<file path="src/verilog/facd_map.svh">
`ifndef FACD_MAP_SVH
`define FACD_MAP_SVH

// software register offsets (word index on the plain port)
`define FACD_OFF_IRQ_STAT 2'h0
`define FACD_OFF_IRQ_MASK 2'h1
`define FACD_OFF_CONFIG 2'h2
`define FACD_OFF_STATE 2'h3

// interrupt status bit positions
`define FACD_IRQ_RESULT 0
`define FACD_IRQ_INVALID 1
`define FACD_IRQ_SEEK_FAIL 2
`define FACD_IRQ_ID_FOUND 3
`define FACD_IRQ_WIDTH 4

// opcode patterns
`define FACD_OP_SPECIFY 8'h03
`define FACD_OP_CONFIGURE 8'h13
`define FACD_OP_PERP 8'h12
`define FACD_OP_DUMP 8'h0E
`define FACD_OP_READ_ID 5'h0A
`define FACD_OP_FORMAT 5'h0D
`define FACD_OP_RD_DATA 5'h06
`define FACD_OP_WR_DATA 5'h05
`define FACD_OP_RD_DEL 5'h0C
`define FACD_OP_WR_DEL 5'h09
`define FACD_OP_VERIFY 5'h16
`define FACD_OP_RD_TRACK 5'h02

// parameter byte counts following the first byte
`define FACD_NPAR_SPECIFY 4'h2
`define FACD_NPAR_CONFIGURE 4'h3
`define FACD_NPAR_PERP 4'h1
`define FACD_NPAR_READ_ID 4'h1
`define FACD_NPAR_FORMAT 4'h5
`define FACD_NPAR_XFER 4'h8

// result byte counts
`define FACD_NRES_INVALID 4'h1
`define FACD_NRES_XFER 4'h7
`define FACD_NRES_DUMP 4'hA

// status byte values
`define FACD_ST0_INVALID 8'h80
`define FACD_ST0_ABNORMAL 8'h40
`define FACD_ST0_EQUIP_CHECK 8'h10
`define FACD_ST1_NO_DATA 8'h04

// reset values
`define FACD_RST_CONFIG 8'h00
`define FACD_RST_PRECOMP_START_TRACK 8'h00
`define FACD_RST_BYTE 8'h00

`endif

</file>
<file path="src/verilog/facd_pkg.sv">
package facd_pkg;

	typedef enum logic [2:0]
	{
		CMD_NONE,
		CMD_SPECIFY,
		CMD_CONFIGURE,
		CMD_PERP,
		CMD_DUMP,
		CMD_READ_ID,
		CMD_FORMAT,
		CMD_XFER
	} facd_cmd_t;

	typedef enum logic [2:0]
	{
		ST_IDLE,
		ST_PARAM,
		ST_SEEK,
		ST_XFER,
		ST_READ_ID,
		ST_RESULT
	} facd_state_t;

endpackage : facd_pkg

</file>
<file path="src/verilog/facd_decoder.sv">
// The implementer's own choices: the register addresses and strobed register access.
`timescale 1ns/10ps
`include "facd_map.svh"
// What this block does
// RL1 - dump slot: sectors after format, else end-of-track
// RL2 - dumped drive bits stay internal only
// RL3 - host keeps drive bits matching output register
// RL4 - data transfers share parameters and results
// RL5 - implied seek runs first when enabled
// RL6 - drive busy bit set during implied seek
// RL7 - seek failure reported in transfer results
// RL8 - failure: error in status zero, failing cylinder
// RL9 - invalid opcode: standby, single 80h result
// RL10 - perpendicular setup decoded, second byte stored
// RL11 - capture first error-free ID on cylinder
// RL12 - read-ID returns three status, C H R N
// RL13 - after invalid result, await new command
module facd_decoder #(
	parameter int RES_DEPTH = 10
)(
	input wire logic clk_sys_i, // system clock
	input wire logic resetn_i, // synchronous reset, active low
	input wire logic [1:0] reg_addr_i, // register word index
	input wire logic [7:0] reg_wdata_i, // register write data
	input wire logic reg_wr_i, // register write strobe
	input wire logic reg_rd_i, // register read strobe
	output logic [7:0] reg_rdata_o, // register read data, one cycle later
	output logic irq_o, // level interrupt
	input wire logic cmd_wr_i, // host writes a command byte
	input wire logic [7:0] cmd_data_i, // command byte
	output logic cmd_ready_o, // command bytes accepted
	output logic res_valid_o, // result byte available
	output logic [7:0] res_data_o, // current result byte
	input wire logic res_rd_i, // host pops a result byte
	output logic standby_o, // standby after invalid opcode
	output logic [3:0] drive_busy_o, // main status drive busy bits
	output logic seek_req_o, // implied seek request, level
	output logic [1:0] seek_drive_o, // drive for seek
	output logic [7:0] seek_cyl_o, // target cylinder
	input wire logic seek_done_i, // seek ended, one-cycle pulse
	input wire logic seek_fail_i, // seek failed, beside done
	input wire logic [7:0] seek_fail_cyl_i, // cylinder where it failed
	output logic xfer_start_o, // start data phase, pulse
	input wire logic xfer_done_i, // data phase ended, pulse
	input wire logic [7:0] xfer_st0_i, // transfer status zero
	input wire logic [7:0] xfer_st1_i, // transfer status one
	input wire logic [7:0] xfer_st2_i, // transfer status two
	input wire logic [31:0] xfer_chrn_i, // transfer C,H,R,N high to low
	output logic id_search_o, // read-ID search active
	input wire logic id_valid_i, // an ID field was read, pulse
	input wire logic id_crc_ok_i, // that ID field was error free
	input wire logic [31:0] id_chrn_i, // ID C,H,R,N high to low
	input wire logic id_not_found_i // search gave up, pulse
);

	// refused at elaboration: the dump needs ten result slots
	if (RES_DEPTH < 10)
	begin : g_depth_check
		$error("RES_DEPTH must hold the ten dump bytes");
	end

	function automatic logic is_xfer(input logic [4:0] op);
		begin
			is_xfer = (op == `FACD_OP_RD_DATA) || (op == `FACD_OP_WR_DATA) ||
				(op == `FACD_OP_RD_DEL) || (op == `FACD_OP_WR_DEL) ||
				(op == `FACD_OP_VERIFY) || (op == `FACD_OP_RD_TRACK);
		end
	endfunction : is_xfer

	function automatic facd_pkg::facd_cmd_t decode(input logic [7:0] op);
		begin
			if (op == `FACD_OP_SPECIFY)
				decode = facd_pkg::CMD_SPECIFY;
			else if (op == `FACD_OP_CONFIGURE)
				decode = facd_pkg::CMD_CONFIGURE;
			else if (op == `FACD_OP_PERP)
				decode = facd_pkg::CMD_PERP; // [RL10]
			else if (op == `FACD_OP_DUMP)
				decode = facd_pkg::CMD_DUMP;
			else if ({op[7], op[5:0]} == {1'b0, 1'b0, `FACD_OP_READ_ID})
				decode = facd_pkg::CMD_READ_ID;
			else if ({op[7], op[5:0]} == {1'b0, 1'b0, `FACD_OP_FORMAT})
				decode = facd_pkg::CMD_FORMAT;
			else if (is_xfer(op[4:0]))
				decode = facd_pkg::CMD_XFER; // [RL4]
			else
				decode = facd_pkg::CMD_NONE;
		end
	endfunction : decode

	function automatic logic [3:0] npar(input facd_pkg::facd_cmd_t c);
		begin
			unique case (c)
				facd_pkg::CMD_SPECIFY: npar = `FACD_NPAR_SPECIFY;
				facd_pkg::CMD_CONFIGURE: npar = `FACD_NPAR_CONFIGURE;
				facd_pkg::CMD_PERP: npar = `FACD_NPAR_PERP;
				facd_pkg::CMD_READ_ID: npar = `FACD_NPAR_READ_ID;
				facd_pkg::CMD_FORMAT: npar = `FACD_NPAR_FORMAT;
				facd_pkg::CMD_XFER: npar = `FACD_NPAR_XFER;
				facd_pkg::CMD_DUMP, facd_pkg::CMD_NONE: npar = 4'h0;
			endcase
		end
	endfunction : npar

	////////////////////////////////////////////////////////////////////////////

	facd_pkg::facd_state_t state_ff;
	facd_pkg::facd_cmd_t cmd_ff;
	logic [3:0] par_cnt_ff;
	logic [7:0] par_ff [0:7];
	logic [7:0] pcn_ff [0:3];
	logic [7:0] spec_ff [0:1];
	logic [7:0] config_ff;
	logic [7:0] precomp_start_track_ff;
	logic [7:0] perp_ff;
	logic [7:0] sc_ff;
	logic [7:0] eot_ff;
	logic last_fmt_ff;
	logic [7:0] res_mem_ff [0:RES_DEPTH-1];
	logic [3:0] res_cnt_ff;
	logic [3:0] res_idx_ff;
	logic [7:0] res_data_ff;
	logic standby_ff;
	logic xfer_start_ff;
	logic [`FACD_IRQ_WIDTH-1:0] irq_stat_ff;
	logic [`FACD_IRQ_WIDTH-1:0] irq_mask_ff;
	logic [7:0] reg_rdata_ff;
	logic [`FACD_IRQ_WIDTH-1:0] nxt_events;
	facd_pkg::facd_cmd_t first_cmd;
	logic first_byte;
	logic last_par;
	logic [7:0] sel_byte;
	logic [7:0] cur_st0;

	assign first_cmd = decode(cmd_data_i);
	assign first_byte = cmd_wr_i && (state_ff == facd_pkg::ST_IDLE);
	assign last_par = cmd_wr_i && (state_ff == facd_pkg::ST_PARAM) &&
		(par_cnt_ff == npar(cmd_ff) - 4'h1);
	// status zero echoes head and drive of the selected unit
	assign sel_byte = par_ff[0];
	assign cur_st0 = {5'h00, sel_byte[2:0]};

	assign cmd_ready_o = (state_ff == facd_pkg::ST_IDLE) || (state_ff == facd_pkg::ST_PARAM);
	assign res_valid_o = (state_ff == facd_pkg::ST_RESULT);
	assign res_data_o = res_data_ff;
	assign standby_o = standby_ff;
	assign seek_req_o = (state_ff == facd_pkg::ST_SEEK); // [RL5]
	assign seek_drive_o = sel_byte[1:0];
	assign seek_cyl_o = par_ff[1];
	assign xfer_start_o = xfer_start_ff;
	assign id_search_o = (state_ff == facd_pkg::ST_READ_ID);
	assign reg_rdata_o = reg_rdata_ff;
	assign irq_o = |(irq_stat_ff & irq_mask_ff);

	genvar gd;
	generate
		for (gd = 0; gd < 4; gd++)
		begin : g_busy
			assign drive_busy_o[gd] = seek_req_o && (sel_byte[1:0] == 2'(gd)); // [RL6]
		end
	endgenerate

	////////////////////////////////////////////////////////////////////////////
	// command sequencing

	always_ff @(posedge clk_sys_i)
	begin
		xfer_start_ff <= 1'b0;
		if (!resetn_i)
		begin
			state_ff <= facd_pkg::ST_IDLE;
			cmd_ff <= facd_pkg::CMD_NONE;
			par_cnt_ff <= 4'h0;
		end
		else
		begin
			unique case (state_ff)
				facd_pkg::ST_IDLE:
					if (cmd_wr_i)
					begin
						cmd_ff <= first_cmd;
						par_cnt_ff <= 4'h0;
						if (first_cmd == facd_pkg::CMD_NONE || first_cmd == facd_pkg::CMD_DUMP)
							state_ff <= facd_pkg::ST_RESULT; // [RL9]
						else
							state_ff <= facd_pkg::ST_PARAM;
					end
				facd_pkg::ST_PARAM:
					if (cmd_wr_i)
					begin
						par_cnt_ff <= par_cnt_ff + 4'h1;
						if (last_par)
						begin
							unique case (cmd_ff)
								facd_pkg::CMD_READ_ID: state_ff <= facd_pkg::ST_READ_ID;
								facd_pkg::CMD_FORMAT:
								begin
									state_ff <= facd_pkg::ST_XFER;
									xfer_start_ff <= 1'b1;
								end
								facd_pkg::CMD_XFER:
									if (config_ff[6])
										state_ff <= facd_pkg::ST_SEEK; // [RL5]
									else
									begin
										state_ff <= facd_pkg::ST_XFER;
										xfer_start_ff <= 1'b1;
									end
								default: state_ff <= facd_pkg::ST_IDLE;
							endcase
						end
					end
				facd_pkg::ST_SEEK:
					if (seek_done_i)
					begin
						if (seek_fail_i)
							state_ff <= facd_pkg::ST_RESULT; // [RL7]
						else
						begin
							state_ff <= facd_pkg::ST_XFER;
							xfer_start_ff <= 1'b1;
						end
					end
				facd_pkg::ST_XFER:
					if (xfer_done_i)
						state_ff <= facd_pkg::ST_RESULT;
				facd_pkg::ST_READ_ID:
					if ((id_valid_i && id_crc_ok_i) || id_not_found_i)
						state_ff <= facd_pkg::ST_RESULT; // [RL11]
				facd_pkg::ST_RESULT:
					if (res_rd_i && res_idx_ff == res_cnt_ff - 4'h1)
						state_ff <= facd_pkg::ST_IDLE; // [RL13]
			endcase
		end
	end

	// parameter capture; first slot cleared for commands without one
	always_ff @(posedge clk_sys_i)
	begin
		if (!resetn_i)
		begin
			for (int i = 0; i < 8; i++)
				par_ff[i] <= `FACD_RST_BYTE;
		end
		else if (first_byte)
			par_ff[0] <= `FACD_RST_BYTE;
		else if (cmd_wr_i && state_ff == facd_pkg::ST_PARAM)
			par_ff[par_cnt_ff[2:0]] <= cmd_data_i;
	end

	////////////////////////////////////////////////////////////////////////////
	// internal parameters kept for the dump

	always_ff @(posedge clk_sys_i)
	begin
		if (!resetn_i)
		begin
			spec_ff[0] <= `FACD_RST_BYTE;
			spec_ff[1] <= `FACD_RST_BYTE;
			config_ff <= `FACD_RST_CONFIG;
			precomp_start_track_ff <= `FACD_RST_PRECOMP_START_TRACK;
			perp_ff <= `FACD_RST_BYTE;
			sc_ff <= `FACD_RST_BYTE;
			eot_ff <= `FACD_RST_BYTE;
			last_fmt_ff <= 1'b0;
		end
		else if (cmd_wr_i && state_ff == facd_pkg::ST_PARAM)
		begin
			unique case (cmd_ff)
				facd_pkg::CMD_SPECIFY: spec_ff[par_cnt_ff[0]] <= cmd_data_i;
				facd_pkg::CMD_CONFIGURE:
					if (par_cnt_ff == 4'h1)
						config_ff <= cmd_data_i;
					else if (par_cnt_ff == 4'h2)
						precomp_start_track_ff <= cmd_data_i;
				facd_pkg::CMD_PERP:
					// drive bits follow only when the overwrite bit is set
					if (cmd_data_i[7])
						perp_ff <= {1'b0, 1'b0, cmd_data_i[5:0]}; // [RL10]
					else
						perp_ff <= {2'b00, perp_ff[5:2], cmd_data_i[1:0]}; // [RL10]
				facd_pkg::CMD_FORMAT:
					if (par_cnt_ff == 4'h2)
					begin
						sc_ff <= cmd_data_i; // [RL1]
						last_fmt_ff <= 1'b1;
					end
				facd_pkg::CMD_XFER:
					if (par_cnt_ff == 4'h5)
					begin
						eot_ff <= cmd_data_i; // [RL1]
						last_fmt_ff <= 1'b0;
					end
				default: ;
			endcase
		end
	end

	// present cylinder per drive, tracked from finished seeks
	always_ff @(posedge clk_sys_i)
	begin
		if (!resetn_i)
		begin
			for (int i = 0; i < 4; i++)
				pcn_ff[i] <= `FACD_RST_BYTE;
		end
		else if (state_ff == facd_pkg::ST_SEEK && seek_done_i)
			pcn_ff[sel_byte[1:0]] <= seek_fail_i ? seek_fail_cyl_i : seek_cyl_o;
	end

	////////////////////////////////////////////////////////////////////////////
	// result bytes

	always_ff @(posedge clk_sys_i)
	begin
		if (!resetn_i)
		begin
			for (int i = 0; i < RES_DEPTH; i++)
				res_mem_ff[i] <= `FACD_RST_BYTE;
			res_cnt_ff <= 4'h0;
			res_idx_ff <= 4'h0;
			res_data_ff <= `FACD_RST_BYTE;
		end
		else if (first_byte && first_cmd == facd_pkg::CMD_NONE)
		begin
			res_data_ff <= `FACD_ST0_INVALID; // [RL9]
			res_cnt_ff <= `FACD_NRES_INVALID;
			res_idx_ff <= 4'h0;
		end
		else if (first_byte && first_cmd == facd_pkg::CMD_DUMP)
		begin
			res_mem_ff[0] <= pcn_ff[0];
			res_mem_ff[1] <= pcn_ff[1];
			res_mem_ff[2] <= pcn_ff[2];
			res_mem_ff[3] <= pcn_ff[3];
			res_mem_ff[4] <= spec_ff[0];
			res_mem_ff[5] <= spec_ff[1];
			res_mem_ff[6] <= last_fmt_ff ? sc_ff : eot_ff; // [RL1]
			// drive bits exist only here; nothing drives select pins [RL2]
			res_mem_ff[7] <= perp_ff;
			res_mem_ff[8] <= config_ff;
			res_mem_ff[9] <= precomp_start_track_ff;
			res_data_ff <= pcn_ff[0];
			res_cnt_ff <= `FACD_NRES_DUMP;
			res_idx_ff <= 4'h0;
		end
		else if (state_ff == facd_pkg::ST_SEEK && seek_done_i && seek_fail_i)
		begin
			res_mem_ff[0] <= cur_st0 | `FACD_ST0_ABNORMAL | `FACD_ST0_EQUIP_CHECK; // [RL8]
			res_mem_ff[1] <= `FACD_RST_BYTE;
			res_mem_ff[2] <= `FACD_RST_BYTE;
			res_mem_ff[3] <= seek_fail_cyl_i; // [RL8]
			res_mem_ff[4] <= par_ff[2];
			res_mem_ff[5] <= par_ff[3];
			res_mem_ff[6] <= par_ff[4];
			res_data_ff <= cur_st0 | `FACD_ST0_ABNORMAL | `FACD_ST0_EQUIP_CHECK;
			res_cnt_ff <= `FACD_NRES_XFER; // [RL7]
			res_idx_ff <= 4'h0;
		end
		else if (state_ff == facd_pkg::ST_XFER && xfer_done_i)
		begin
			res_mem_ff[0] <= xfer_st0_i; // [RL4]
			res_mem_ff[1] <= xfer_st1_i;
			res_mem_ff[2] <= xfer_st2_i;
			for (int i = 0; i < 4; i++)
				res_mem_ff[3+i] <= xfer_chrn_i[31-8*i -: 8];
			res_data_ff <= xfer_st0_i;
			res_cnt_ff <= `FACD_NRES_XFER;
			res_idx_ff <= 4'h0;
		end
		else if (state_ff == facd_pkg::ST_READ_ID && id_not_found_i)
		begin
			res_mem_ff[0] <= cur_st0 | `FACD_ST0_ABNORMAL;
			res_mem_ff[1] <= `FACD_ST1_NO_DATA;
			res_mem_ff[2] <= `FACD_RST_BYTE;
			for (int i = 0; i < 4; i++)
				res_mem_ff[3+i] <= `FACD_RST_BYTE;
			res_data_ff <= cur_st0 | `FACD_ST0_ABNORMAL;
			res_cnt_ff <= `FACD_NRES_XFER;
			res_idx_ff <= 4'h0;
		end
		else if (state_ff == facd_pkg::ST_READ_ID && id_valid_i && id_crc_ok_i)
		begin
			// bad-CRC fields are passed over; only the first good one lands
			res_mem_ff[0] <= cur_st0; // [RL12]
			res_mem_ff[1] <= `FACD_RST_BYTE;
			res_mem_ff[2] <= `FACD_RST_BYTE;
			for (int i = 0; i < 4; i++)
				res_mem_ff[3+i] <= id_chrn_i[31-8*i -: 8]; // [RL11]
			res_data_ff <= cur_st0;
			res_cnt_ff <= `FACD_NRES_XFER; // [RL12]
			res_idx_ff <= 4'h0;
		end
		else if (state_ff == facd_pkg::ST_RESULT && res_rd_i)
		begin
			res_idx_ff <= res_idx_ff + 4'h1;
			res_data_ff <= res_mem_ff[res_idx_ff + 4'h1];
		end
	end

	// standby holds from an invalid opcode until the next command byte
	always_ff @(posedge clk_sys_i)
	begin
		if (!resetn_i)
			standby_ff <= 1'b0;
		else if (first_byte)
			standby_ff <= (first_cmd == facd_pkg::CMD_NONE); // [RL9]
	end

	////////////////////////////////////////////////////////////////////////////
	// interrupts and software registers

	always_comb
	begin
		nxt_events = '0;
		nxt_events[`FACD_IRQ_RESULT] = (state_ff != facd_pkg::ST_RESULT) &&
			(state_ff != facd_pkg::ST_IDLE) && (state_ff != facd_pkg::ST_PARAM) &&
			((seek_done_i && seek_fail_i && state_ff == facd_pkg::ST_SEEK) ||
			(xfer_done_i && state_ff == facd_pkg::ST_XFER) ||
			(state_ff == facd_pkg::ST_READ_ID && (id_not_found_i || (id_valid_i && id_crc_ok_i))));
		nxt_events[`FACD_IRQ_INVALID] = first_byte && (first_cmd == facd_pkg::CMD_NONE);
		nxt_events[`FACD_IRQ_SEEK_FAIL] = (state_ff == facd_pkg::ST_SEEK) && seek_done_i &&
			seek_fail_i;
		nxt_events[`FACD_IRQ_ID_FOUND] = (state_ff == facd_pkg::ST_READ_ID) && id_valid_i &&
			id_crc_ok_i;
	end

	// a new event wins over a write-one clear in the same cycle
	always_ff @(posedge clk_sys_i)
	begin
		if (!resetn_i)
			irq_stat_ff <= '0;
		else if (reg_wr_i && reg_addr_i == `FACD_OFF_IRQ_STAT)
			irq_stat_ff <= (irq_stat_ff & ~reg_wdata_i[`FACD_IRQ_WIDTH-1:0]) | nxt_events;
		else
			irq_stat_ff <= irq_stat_ff | nxt_events;
	end

	always_ff @(posedge clk_sys_i)
	begin
		if (!resetn_i)
			irq_mask_ff <= '0;
		else if (reg_wr_i && reg_addr_i == `FACD_OFF_IRQ_MASK)
			irq_mask_ff <= reg_wdata_i[`FACD_IRQ_WIDTH-1:0];
	end

	always_ff @(posedge clk_sys_i)
	begin
		if (!resetn_i)
			reg_rdata_ff <= `FACD_RST_BYTE;
		else if (reg_rd_i)
		begin
			unique case (reg_addr_i)
				`FACD_OFF_IRQ_STAT: reg_rdata_ff <= {4'h0, irq_stat_ff};
				`FACD_OFF_IRQ_MASK: reg_rdata_ff <= {4'h0, irq_mask_ff};
				`FACD_OFF_CONFIG: reg_rdata_ff <= config_ff;
				`FACD_OFF_STATE: reg_rdata_ff <= {standby_ff, last_fmt_ff, 3'h0,
					state_ff};
			endcase
		end
		else
			reg_rdata_ff <= `FACD_RST_BYTE;
	end

endmodule : facd_decoder

</file>
<file path="config.mk">
export PLATFORM = sky130hd
export DESIGN_NAME = facd_decoder
export DESIGN_NICKNAME = d
export VERILOG_FILES = /design/src/verilog/facd_pkg.sv /design/src/verilog/facd_decoder.sv
export VERILOG_INCLUDE_DIRS = /design/src /design/src/verilog
export SDC_FILE = /design/constraint.sdc
export NUM_CORES = 1
export LEC_CHECK = 0
export ABC_CLOCK_PERIOD_IN_PS = 4410
export BUFFER_PORTS_ARGS = -buffer_cell sky130_fd_sc_hd__buf_2
export CORE_MARGIN = 4
export CORE_UTILIZATION = 35
export CTS_CLUSTER_SIZE = 28
export DETAILED_ROUTE_END_ITERATION = 10
export PLACE_DENSITY = 0.49
export REMOVE_ABC_BUFFERS = 1
export SYNTH_ARGS = -nofsm -noshare
export SYNTH_HDL_FRONTEND = slang
export SYNTH_SLANG_ARGS = --single-unit
</file>
<file path="constraint.sdc">
create_clock -name clk_sys_i -period 4.41 [get_ports clk_sys_i]
set_clock_uncertainty 0.15 [all_clocks]
set_input_delay 0.6615 -clock clk_sys_i [delete_from_list [all_inputs] [get_ports clk_sys_i]]
set_output_delay 0.6615 -clock clk_sys_i [all_outputs]
set_load 0.01 [all_outputs]
</file>
==> Yosys cells after proc, flatten, opt, wreduce, memory -nomap -nowiden <==
Memories as Yosys holds them, arrays and structs flattened. A register that Yosys moved wholly into a read port is not among the register bits.
Index checks and enable logic that the tools add are counted.
{ "totals": {"rom_bits": 32, "out_inout_bits": 37, "wordCells": 332, "in_bits": 126, "mem_bits_rw": 192, "ff_bits": 85, "latchBits": 0, "n_memories": 5} }
{ "classes": {"shift": 0, "n_bitwise": 46, "eq_ne": 46, "multipliers": 0, "magnitude_cmp": 0, "add_sub_neg": 4, "n_mux": 144, "reduce_logical": 66, "div_mod_pow": 0} }
{ "mem_list": {"columns": ["name", "depth", "width", "read_ports", "rd_clocked_by_memory_dff", "write_ports", "line_no", "source"], "rows": [
  ["res_mem_ff", 10, 8, 1, 0, 10, "facd_decoder.sv:119", "logic [7:0] res_mem_ff [0:RES_DEPTH-1];"],
  ["par_ff", 8, 8, 5, 0, 8, "facd_decoder.sv:110", "logic [7:0] par_ff [0:7];"],
  ["(no name shown)", 8, 4, 1, 1, 0, "facd_decoder.sv:93", "unique case (c)"],
  ["pcn_ff", 4, 8, 4, 0, 4, "facd_decoder.sv:111", "logic [7:0] pcn_ff [0:3];"],
  ["spec_ff", 2, 8, 2, 0, 2, "facd_decoder.sv:112", "logic [7:0] spec_ff [0:1];"]
]} }
{ "op_table": {"columns": ["cell", "count"], "rows": [
  ["$mux W8", 51],
  ["$mux W1", 58],
  ["$mux W3", 19],
  ["$or A1 B1 Y1", 39],
  ["$mux W4", 8],
  ["$pmux W8 S4", 1],
  ["$logic_and A1 B1 Y1", 26],
  ["$reduce_or A8 Y1", 3],
  ["$eq A3 B3 Y1 const B", 6],
  ["$pmux W3 S6", 1],
  ["$eq A8 B5 Y1 const B", 2],
  ["$reduce_and A3 Y1", 5],
  ["$eq A7 B4 Y1 const B", 2],
  ["$eq A3 B2 Y1 const B", 4],
  ["$ne A2 B2 Y1 const B", 6],
  ["$reduce_bool A6 Y1", 2],
  ["$eq A5 B3 Y1 const B", 2],
  ["$eq A5 B4 Y1 const B", 2],
  ["$logic_or A1 B1 Y1", 10],
  ["$pmux W3 S3", 1],
  ["$add A4 B1 Y4 const B", 2],
  ["$and A4 B4 Y4", 2],
  ["$eq A2 B2 Y1 const B", 4],
  ["$eq A4 B4 Y1", 2],
  ["other kinds (33)", 48]
]} }

==> Longest topological paths before layout <==
Gate-level depths: netlist of the first run.
{ "logic_depth": {"ltp_word": 24, "depth_mapped": 9, "depth_no_buf": 8} }

==> Worst setup path before layout of the first run <==
OpenSTA, ideal clock, no wires.
{ "synth_timing": {"path_type": "input to register", "start": "input cmd_data_i[3]", "end": "memory res_mem_ff[0][0], enable pin", "arrival_time_ns": 2.902, "setup_slack_ns": 0.580, "cell_stages": 7, "required_time_ns": 3.482, "setup_ns": 0.778, "cell_sequence": "buf_4 nor3b_2 nand4_1 clkbuf_1 nand2_1 nand2_1 nand3_1"} }
{ "synth_lines": {"columns": ["item", "line_no", "source"], "rows": [
  ["start, declared", "facd_decoder.sv:30", "input wire logic [7:0] cmd_data_i,"],
  ["end, declared", "facd_decoder.sv:119", null]
]} }

==> Final worst setup path of the first run <==
{ "layout_timing": {"start": "register state_ff[1]", "end": "output drive_busy_o[2]"} }
{ "layout_via": {"elab_chain_len": 2} }
{ "layout_lines": {"columns": ["item", "line_no", "source"], "rows": [
  ["start, declared", "facd_decoder.sv:107", "facd_pkg::facd_state_t state_ff;"],
  ["start signal, assigned", "facd_decoder.sv:171", "state_ff <= facd_pkg::ST_IDLE;"],
  ["start signal, assigned", "facd_decoder.sv:184", "state_ff <= facd_pkg::ST_RESULT;"],
  ["start signal, assigned", "facd_decoder.sv:186", "state_ff <= facd_pkg::ST_PARAM;"],
  ["$eq A3 B2 Y1", "facd_decoder.sv:147", "assign seek_req_o = (state_ff == facd_pkg::ST_SEEK);"],
  ["$logic_and A1 B1 Y1", "facd_decoder.sv:159", "assign drive_busy_o[gd] = seek_req_o && (sel_byte[1:0] == 2'(gd));"],
  ["end, declared", "facd_decoder.sv:36", "output logic [3:0] drive_busy_o,"]
]} }
No other way between the ends.

==> metrics.md, run 1 <==
| Metric | Value |
|---|---|
| Cell family with most CP delay | simple AND/OR/NAND/NOR gates |
| Final WL | 35,700 um |
| CTS tree | yes |
| Via count | 8,742 |
| Commonest cells post-synth | edfxtp_1 (161), nand2_1 (122), dfxtp_1 (87) |
| Total GRT Usage | 18.85% |
| Seq pwr share | 48.5% |
| Endpoints failing hold | 0 |
| Final setup violation count | 0 |
| Sequential area share after synthesis | 55.06% |
| Post-synth design cell area | 0.01194 sq mm |
| Number of synthesized flops with an enable pin | 161 |
| Worst endpoint required time | 3.60 ns |
| Count leader, synth | edfxtp_1 |
| Dominant synthesized flop cell | edfxtp_1 |
| Post-cts resize count | 0 |
| Worst R2R Setup Slack | 1.26 ns |
| Vias in the first global route | 8,664 |
| Status | complete, no violations |
| Drt pass-1 iters | 10 |
| Clk network pwr share | 42.0% |
| Rows | 67 |
| Distinct cells, synth | 82 |
| Top cell type's share of synthesized area | 40.48% |
| Final period utilization | 73.96% |
| Sink Count | 248 |
| Total grt overflow | 0 |
| Post-CTS Setup Inserts | 0 |
| Final net count | 1,324 |
| Post-route insts no fill | 1,663 |
| GPL Wtd Cong | 0.8121 |
| Post-synth ARST share | 0% |
| Cts hold-fix bufs | 0 |
| Dominant cells by area after synthesis | edfxtp_1 (40%), dfxtp_1 (15%), mux2i_1 (3.9%) |
| Clock Pin Slew Worst Setup and Hold Paths | 0.06 ns |
| Slew @ Worst Pin | 1.129 ns |
| Largest net degree at the start of global routing | 57 |
| Critical-path cell list | nand2b_1 -> or2_2 -> nor2_1 -> buf_2 |
| Die area | 0.03714 sq mm |
| Post-DP Area | 0.01314 sq mm |
| Max-cap violation count | 0 |
| Clk Latency, worst-skew pair | 0.54 ns |
| Placed instance count | 1,609 |
| Power per cell area | 388.5 mW/mm^2 |
| WP data arrival | 2.45 ns |
| FMAX | 306.6 MHz |
| Startpoint Class | flip-flop |
| Antenna Cells | 0 |
| Setup TNS | 0 ns |
| PortBufs | 158 |
| Combinational share of power | 9.4% |
| Syn Area/Cell | 11.29 sq um |
| Fillers | 3,277 |
| Int Pwr | 4.125 mW |
| Finished Core Util | 41.77% |
| DRT iter0 DRCs | 674 |
| Tightest Hold Check Type | in -> reg |
| Initial Util | 35.53% |
| Yosys warns | 0 |
| Slew HR | 23.94% |
| Crit path max fanout | 19 |
| Layout cells sized above 1 | 23.37% |
| Final Cell Area | 0.01404 sq mm |
| Crit Path Category | reg -> out |
| Crit end category | output port |
| Clk buf depth | 3 |
| Final setup margin | 1.148 ns |
| Max IR drop VDD | 0.2756 mV |
| CTS Buf Count | 29 |
| Sw power | 1.330 mW |
| Worst stage delay on the critical path | 0.79 ns |
| Final antenna-violating net count | 0 |
| Synth Instances | 1,058 |
| Worst path bufs/invs | 1 |
| Total power | 5.455 mW |
| Final hold slack | 0.2508 ns |
| Sw Share | 24.39% |
| Wirelength per Cell | 21.47 um |
| Wire length of the first global-routing pass | 53,360 um |
| Initial antenna violation count | 0 |
| Post-synthesis register bit count | 248 |
| Period minus WS final | 3.262 ns |
| # DRC | 0 |
| Post-synth top area cell | edfxtp_1 |
| Die H | 192.7 um |
| Slew Viols, Final | 0 |
| Core box area | 0.03362 sq mm |
| Area grow syn2layout | 17.57% |
| Leak Pwr | 5.424 nW |
| Die extent in x | 192.7 um |
| Critical-path top delay cell | dfxtp_1 |
| RSZ-0062 raised after global routing | no |
| DP HPWL | 25,190 um |
| Clock root cell | clkbuf_16 |
| H-tree depth | 1 |
| Setup slack at placement | 0.9202 ns |
| DR vias/cell | 5.257 |
| Ports | 163 |
==> flip-flops by register name (all words and copies together), names as in the netlist, 16 cells and up, named ones only <==
| signal | count |
|---|---|
| res_mem_ff | 78 |
| spec_ff | 16 |
| pcn_ff | 32 |
| par_ff | 35 |
==> placed cells by master, fill, tap and decap left out, types with 9 or more instances in the layout <==
cell	instances
and3_1	30
nor2b_1	39
a211oi_1	9
xor2_1	9
xnor2_1	10
mux2i_1	46
a22oi_1	13
o21ai_0	24
inv_1	20
nor3_1	29
nand3_1	27
a21boi_0	19
nor2_1	75
nand2_1	122
clkbuf_1	10
mux2_2	9
a222oi_1	32
buf_4	23
a21oi_1	16
nand2b_1	13
dfxtp_1	87
mux4_2	11
clkbuf_16	29
a22o_1	15
a31oi_1	10
edfxtp_1	161
nor3b_1	9
buf_2	158
and2_1	38
==> final cells by class <==
cell class / count / area, sq um / share of cell area (%)
tap: 448 / 560.5 / 3.992
sequential: 248 / 6576 / 46.83
inverter: 22 / 82.58 / 0.5881
clock inverter: 14 / 128.9 / 0.9178
timing repair buffer: 184 / 1023 / 7.289
clock buffer: 40 / 777.0 / 5.533
multi-input combinational: 707 / 4893 / 34.85
==> kinds of logic after synthesis <==
group | count (synthesis) | synth area share [%]
flops | 248 | 55.06
xor+xnor | 22 | 1.802
compound gates | 174 | 11.33
simple gates | 433 | 18.91
mux | 72 | 8.098
fa+ha+maj | 6 | 0.6285
buf+inv | 103 | 4.169
==> layer usage <==
metal | track usage [%] | routed length, um
met1 | 26.28 | 16120
met2 | 31.75 | 17170
met3 | 2.388 | 1768
met4 | 3.730 | 638
met5 | 0 | 0
==> worst paths after layout <==
path / startpoint / to / depth (start not counted)
hold reg to reg: standby_o / standby_o / 2
setup / recovery: state_ff[1] / drive_busy_o[2] / 4
hold / removal: reg_wdata_i[3] / irq_mask_ff[3] / 3
setup reg to reg: state_ff[1] / pcn_ff[0][3] / 3
==> worst register-to-register path, delay by kind of cell (launching register included) <==
| family | cells | cell delay (ns) |
|---|---|---|
| compound gates | 1 | 0.92 |
| simple gates | 2 | 0.91 |
| flops | 1 | 0.79 |
==> power groups by stage <==
stage / Clock (mW) / Sequential [mW] / Combinational [mW]
after CTS: 2.35 / 2.65 / 0.519
final: 2.29 / 2.65 / 0.514
after floorplan: 0 / 2.68 / 0.268
after global placement: 0 / 2.70 / 0.513
after global routing: 2.45 / 2.66 / 0.564
after detailed placement: 0 / 2.70 / 0.517
No activity file was read; power rests on OpenSTA's default activity.
==> run 2, diff against run 1 <==
--- a/config.mk
+++ b/config.mk
@@ -6,7 +6,7 @@
 export SDC_FILE = /design/constraint.sdc
 export NUM_CORES = 1
 export LEC_CHECK = 0
-export ABC_CLOCK_PERIOD_IN_PS = 4410
+export ABC_CLOCK_PERIOD_IN_PS = 3200
 export BUFFER_PORTS_ARGS = -buffer_cell sky130_fd_sc_hd__buf_2
 export CORE_MARGIN = 4
 export CORE_UTILIZATION = 35
==> constraint.sdc (replaced) <==
create_clock -name clk_sys_i -period 3.2 [get_ports clk_sys_i]
set_clock_uncertainty 0.15 [all_clocks]
set_input_delay 0.48 -clock clk_sys_i [delete_from_list [all_inputs] [get_ports clk_sys_i]]
set_output_delay 0.48 -clock clk_sys_i [all_outputs]
set_load 0.01 [all_outputs]
==> metrics.md, run 2 (synthesized netlist as in run 1, its figures left out) <==
| Metric | Value |
|---|---|
| Total grt overflow | 0 |
| Final setup violation count | 0 |
| Cts hold-fix bufs | 0 |
| Slew @ Worst Pin | 0.7129 ns |
| Clk Latency, worst-skew pair | 0.58 ns |
| Layout cells sized above 1 | 25.48% |
| GPL Wtd Cong | 0.8276 |
| Clk buf depth | 3 |
| Ports | 163 |
| DP HPWL | 26,730 um |
| CTS Buf Count | 30 |
| Core box area | 0.03362 sq mm |
| H-tree depth | 1 |
| FMAX | 355.8 MHz |
| Reg-to-reg critical path startpoint | res_idx_ff[1] |
| Crit Path Category | reg -> out |
| Vias in the first global route | 8,755 |
| Max reg flops | 78 |
| Sw power | 1.954 mW |
| Max-cap violation count | 0 |
| Final Cell Area | 0.01439 sq mm |
| Crit path max fanout | 14 |
| Die extent in x | 192.7 um |
| FF-to-FF End | res_data_o[6] |
| Critical-path top delay cell | dfxtp_1 |
| Combinational share of power | 9.4% |
| PortBufs | 158 |
| Worst path bufs/invs | 1 |
| Cell family with most CP delay | simple AND/OR/NAND/NOR gates |
| Wirelength per Cell | 21.74 um |
| Critical-path cell list | nand2b_1 -> or2_2 -> nor2_1 -> buf_2 |
| Slew Viols, Final | 0 |
| Initial Util | 35.53% |
| Die area | 0.03714 sq mm |
| Post-cts resize count | 0 |
| Startpoint Class | flip-flop |
| Worst endpoint required time | 2.57 ns |
| Max IR drop VDD | 0.4338 mV |
| Int Pwr | 5.984 mW |
| Tightest Hold Check Type | in -> reg |
| Crit end category | output port |
| Most frequent cells in the layout | edfxtp_1 (161), buf_2 (158), nand2_1 (122) |
| Power per cell area | 551.8 mW/mm^2 |
| Biggest register | res_mem_ff |
| RSZ-0062 raised after global routing | no |
| Setup slack at placement | 0.4311 ns |
| Initial antenna violation count | 2 |
| Final WL | 36,810 um |
| Drt pass-1 iters | 7 |
| Via count | 8,885 |
| Die H | 192.7 um |
| Placed instance count | 1,636 |
| Total power | 7.938 mW |
| Worst stage delay on the critical path | 0.65 ns |
| Area grow syn2layout | 20.45% |
| Post-DP Area | 0.01333 sq mm |
| Wire length of the first global-routing pass | 54,530 um |
| CTS tree | yes |
| Endpoints failing hold | 0 |
| Clk network pwr share | 44.7% |
| Worst R2R Path Depth | 8 |
| Total GRT Usage | 19.43% |
| Hold Path End | res_mem_ff[2][5] |
| DR vias/cell | 5.248 |
| Hold Crit Depth | 2 |
| Post-CTS Setup Inserts | 0 |
| Commonest non-fill, non-tap cell in the layout | edfxtp_1 |
| Period minus WS final | 2.810 ns |
| Final period utilization | 87.82% |
| Clock root cell | clkbuf_16 |
| Min-delay src | xfer_st2_i[5] |
| Sw Share | 24.61% |
| Leak Pwr | 5.619 nW |
| Sink Count | 248 |
| # DRC | 0 |
| Rows | 67 |
| WP data arrival | 2.18 ns |
| Clock Pin Slew Worst Setup and Hold Paths | 0.06 ns |
| Slew HR | 52.41% |
| Seq pwr share | 45.9% |
| Worst R2R Setup Slack | 0.44 ns |
| Final net count | 1,352 |
| Final antenna-violating net count | 0 |
| Post-route insts no fill | 1,693 |
| Largest net degree at the start of global routing | 57 |
| Final setup margin | 0.3897 ns |
| Biggest regs | res_mem_ff (78), par_ff (35), pcn_ff (32) |
| Setup TNS | 0 ns |
| Fillers | 3,241 |
| DRT iter0 DRCs | 796 |
| Status | complete, no violations |
==> run 2: cell count changes in the layout (fill, tap and decap cells not counted), sizes merged <==
cell and delta:
inv -1, clkbuf -1, diode +1, buf +27, bufinv +1, clkinvlp +2
clkinv +1
==> run 2: final cells by class <==
cell class / count / area (sq um) / area share (%)
antenna: 1 / 2.502 / 0.01739
clock buffer: 39 / 857.1 / 5.958
clock inverter: 17 / 200.2 / 1.392
sequential: 248 / 6576 / 45.71
tap: 448 / 560.5 / 3.896
inverter: 22 / 82.58 / 0.5740
multi-input combinational: 707 / 4893 / 34.01
timing repair buffer: 211 / 1214 / 8.436
==> run 2: how the worst max path moves through the flow <==
stage          slack (ns)     startpoint          endpoint  depth (start not counted)
6_report             0.39    state_ff[1]   drive_busy_o[1]                          4
5_1_grt              0.19  res_idx_ff[1]     res_data_o[4]                          8
4_1_cts              0.36    state_ff[1]   drive_busy_o[1]                          4
3_5_place_dp         0.43  res_idx_ff[1]     res_data_o[6]                          8
3_3_place_gp         0.48  res_idx_ff[1]     res_data_o[6]                          8
2_1_floorplan       -0.44    state_ff[2]  res_mem_ff[0][0]                          6
==> run 2: layer usage <==
metal | vias up | global-route usage [%] | part of all wire (%)
met2 | 268 | 31.75 | 47
met5 | - | 0 | 0
li1 | 4244 | - | -
met4 | 0 | 4.717 | 2.0
met1 | 4327 | 27.58 | 46
met3 | 46 | 2.424 | 4.9
==> run 2: power groups by stage <==
stage / logic (mW) / registers, mW / clock network (mW)
final: 0.746 / 3.65 / 3.55
after CTS: 0.750 / 3.65 / 3.61
after floorplan: 0.370 / 3.69 / 0
after global routing: 0.814 / 3.66 / 3.75
after global placement: 0.742 / 3.71 / 0
after detailed placement: 0.746 / 3.71 / 0
==> run 2: metrics by stage <==
stage          utilization [%]  hold WS [ns]
2_1_floorplan                -        0.2972
3_3_place_gp             39.64        0.3182
3_5_place_dp             39.64        0.3209
4_1_cts                  42.79       0.01329
5_1_grt                  42.80       0.03903
6_report                 42.80       0.04362
==> run 2: worst register-to-register path, stage by stage (launching register included) <==
cell and delay [ns]:
dfxtp_1 0.46, ha_1 0.47, buf_4 0.30, nor2_1 0.10
a22oi_1 0.13, a211oi_1 0.38, o221ai_1 0.23, and3_1 0.24
nor4_2 0.22
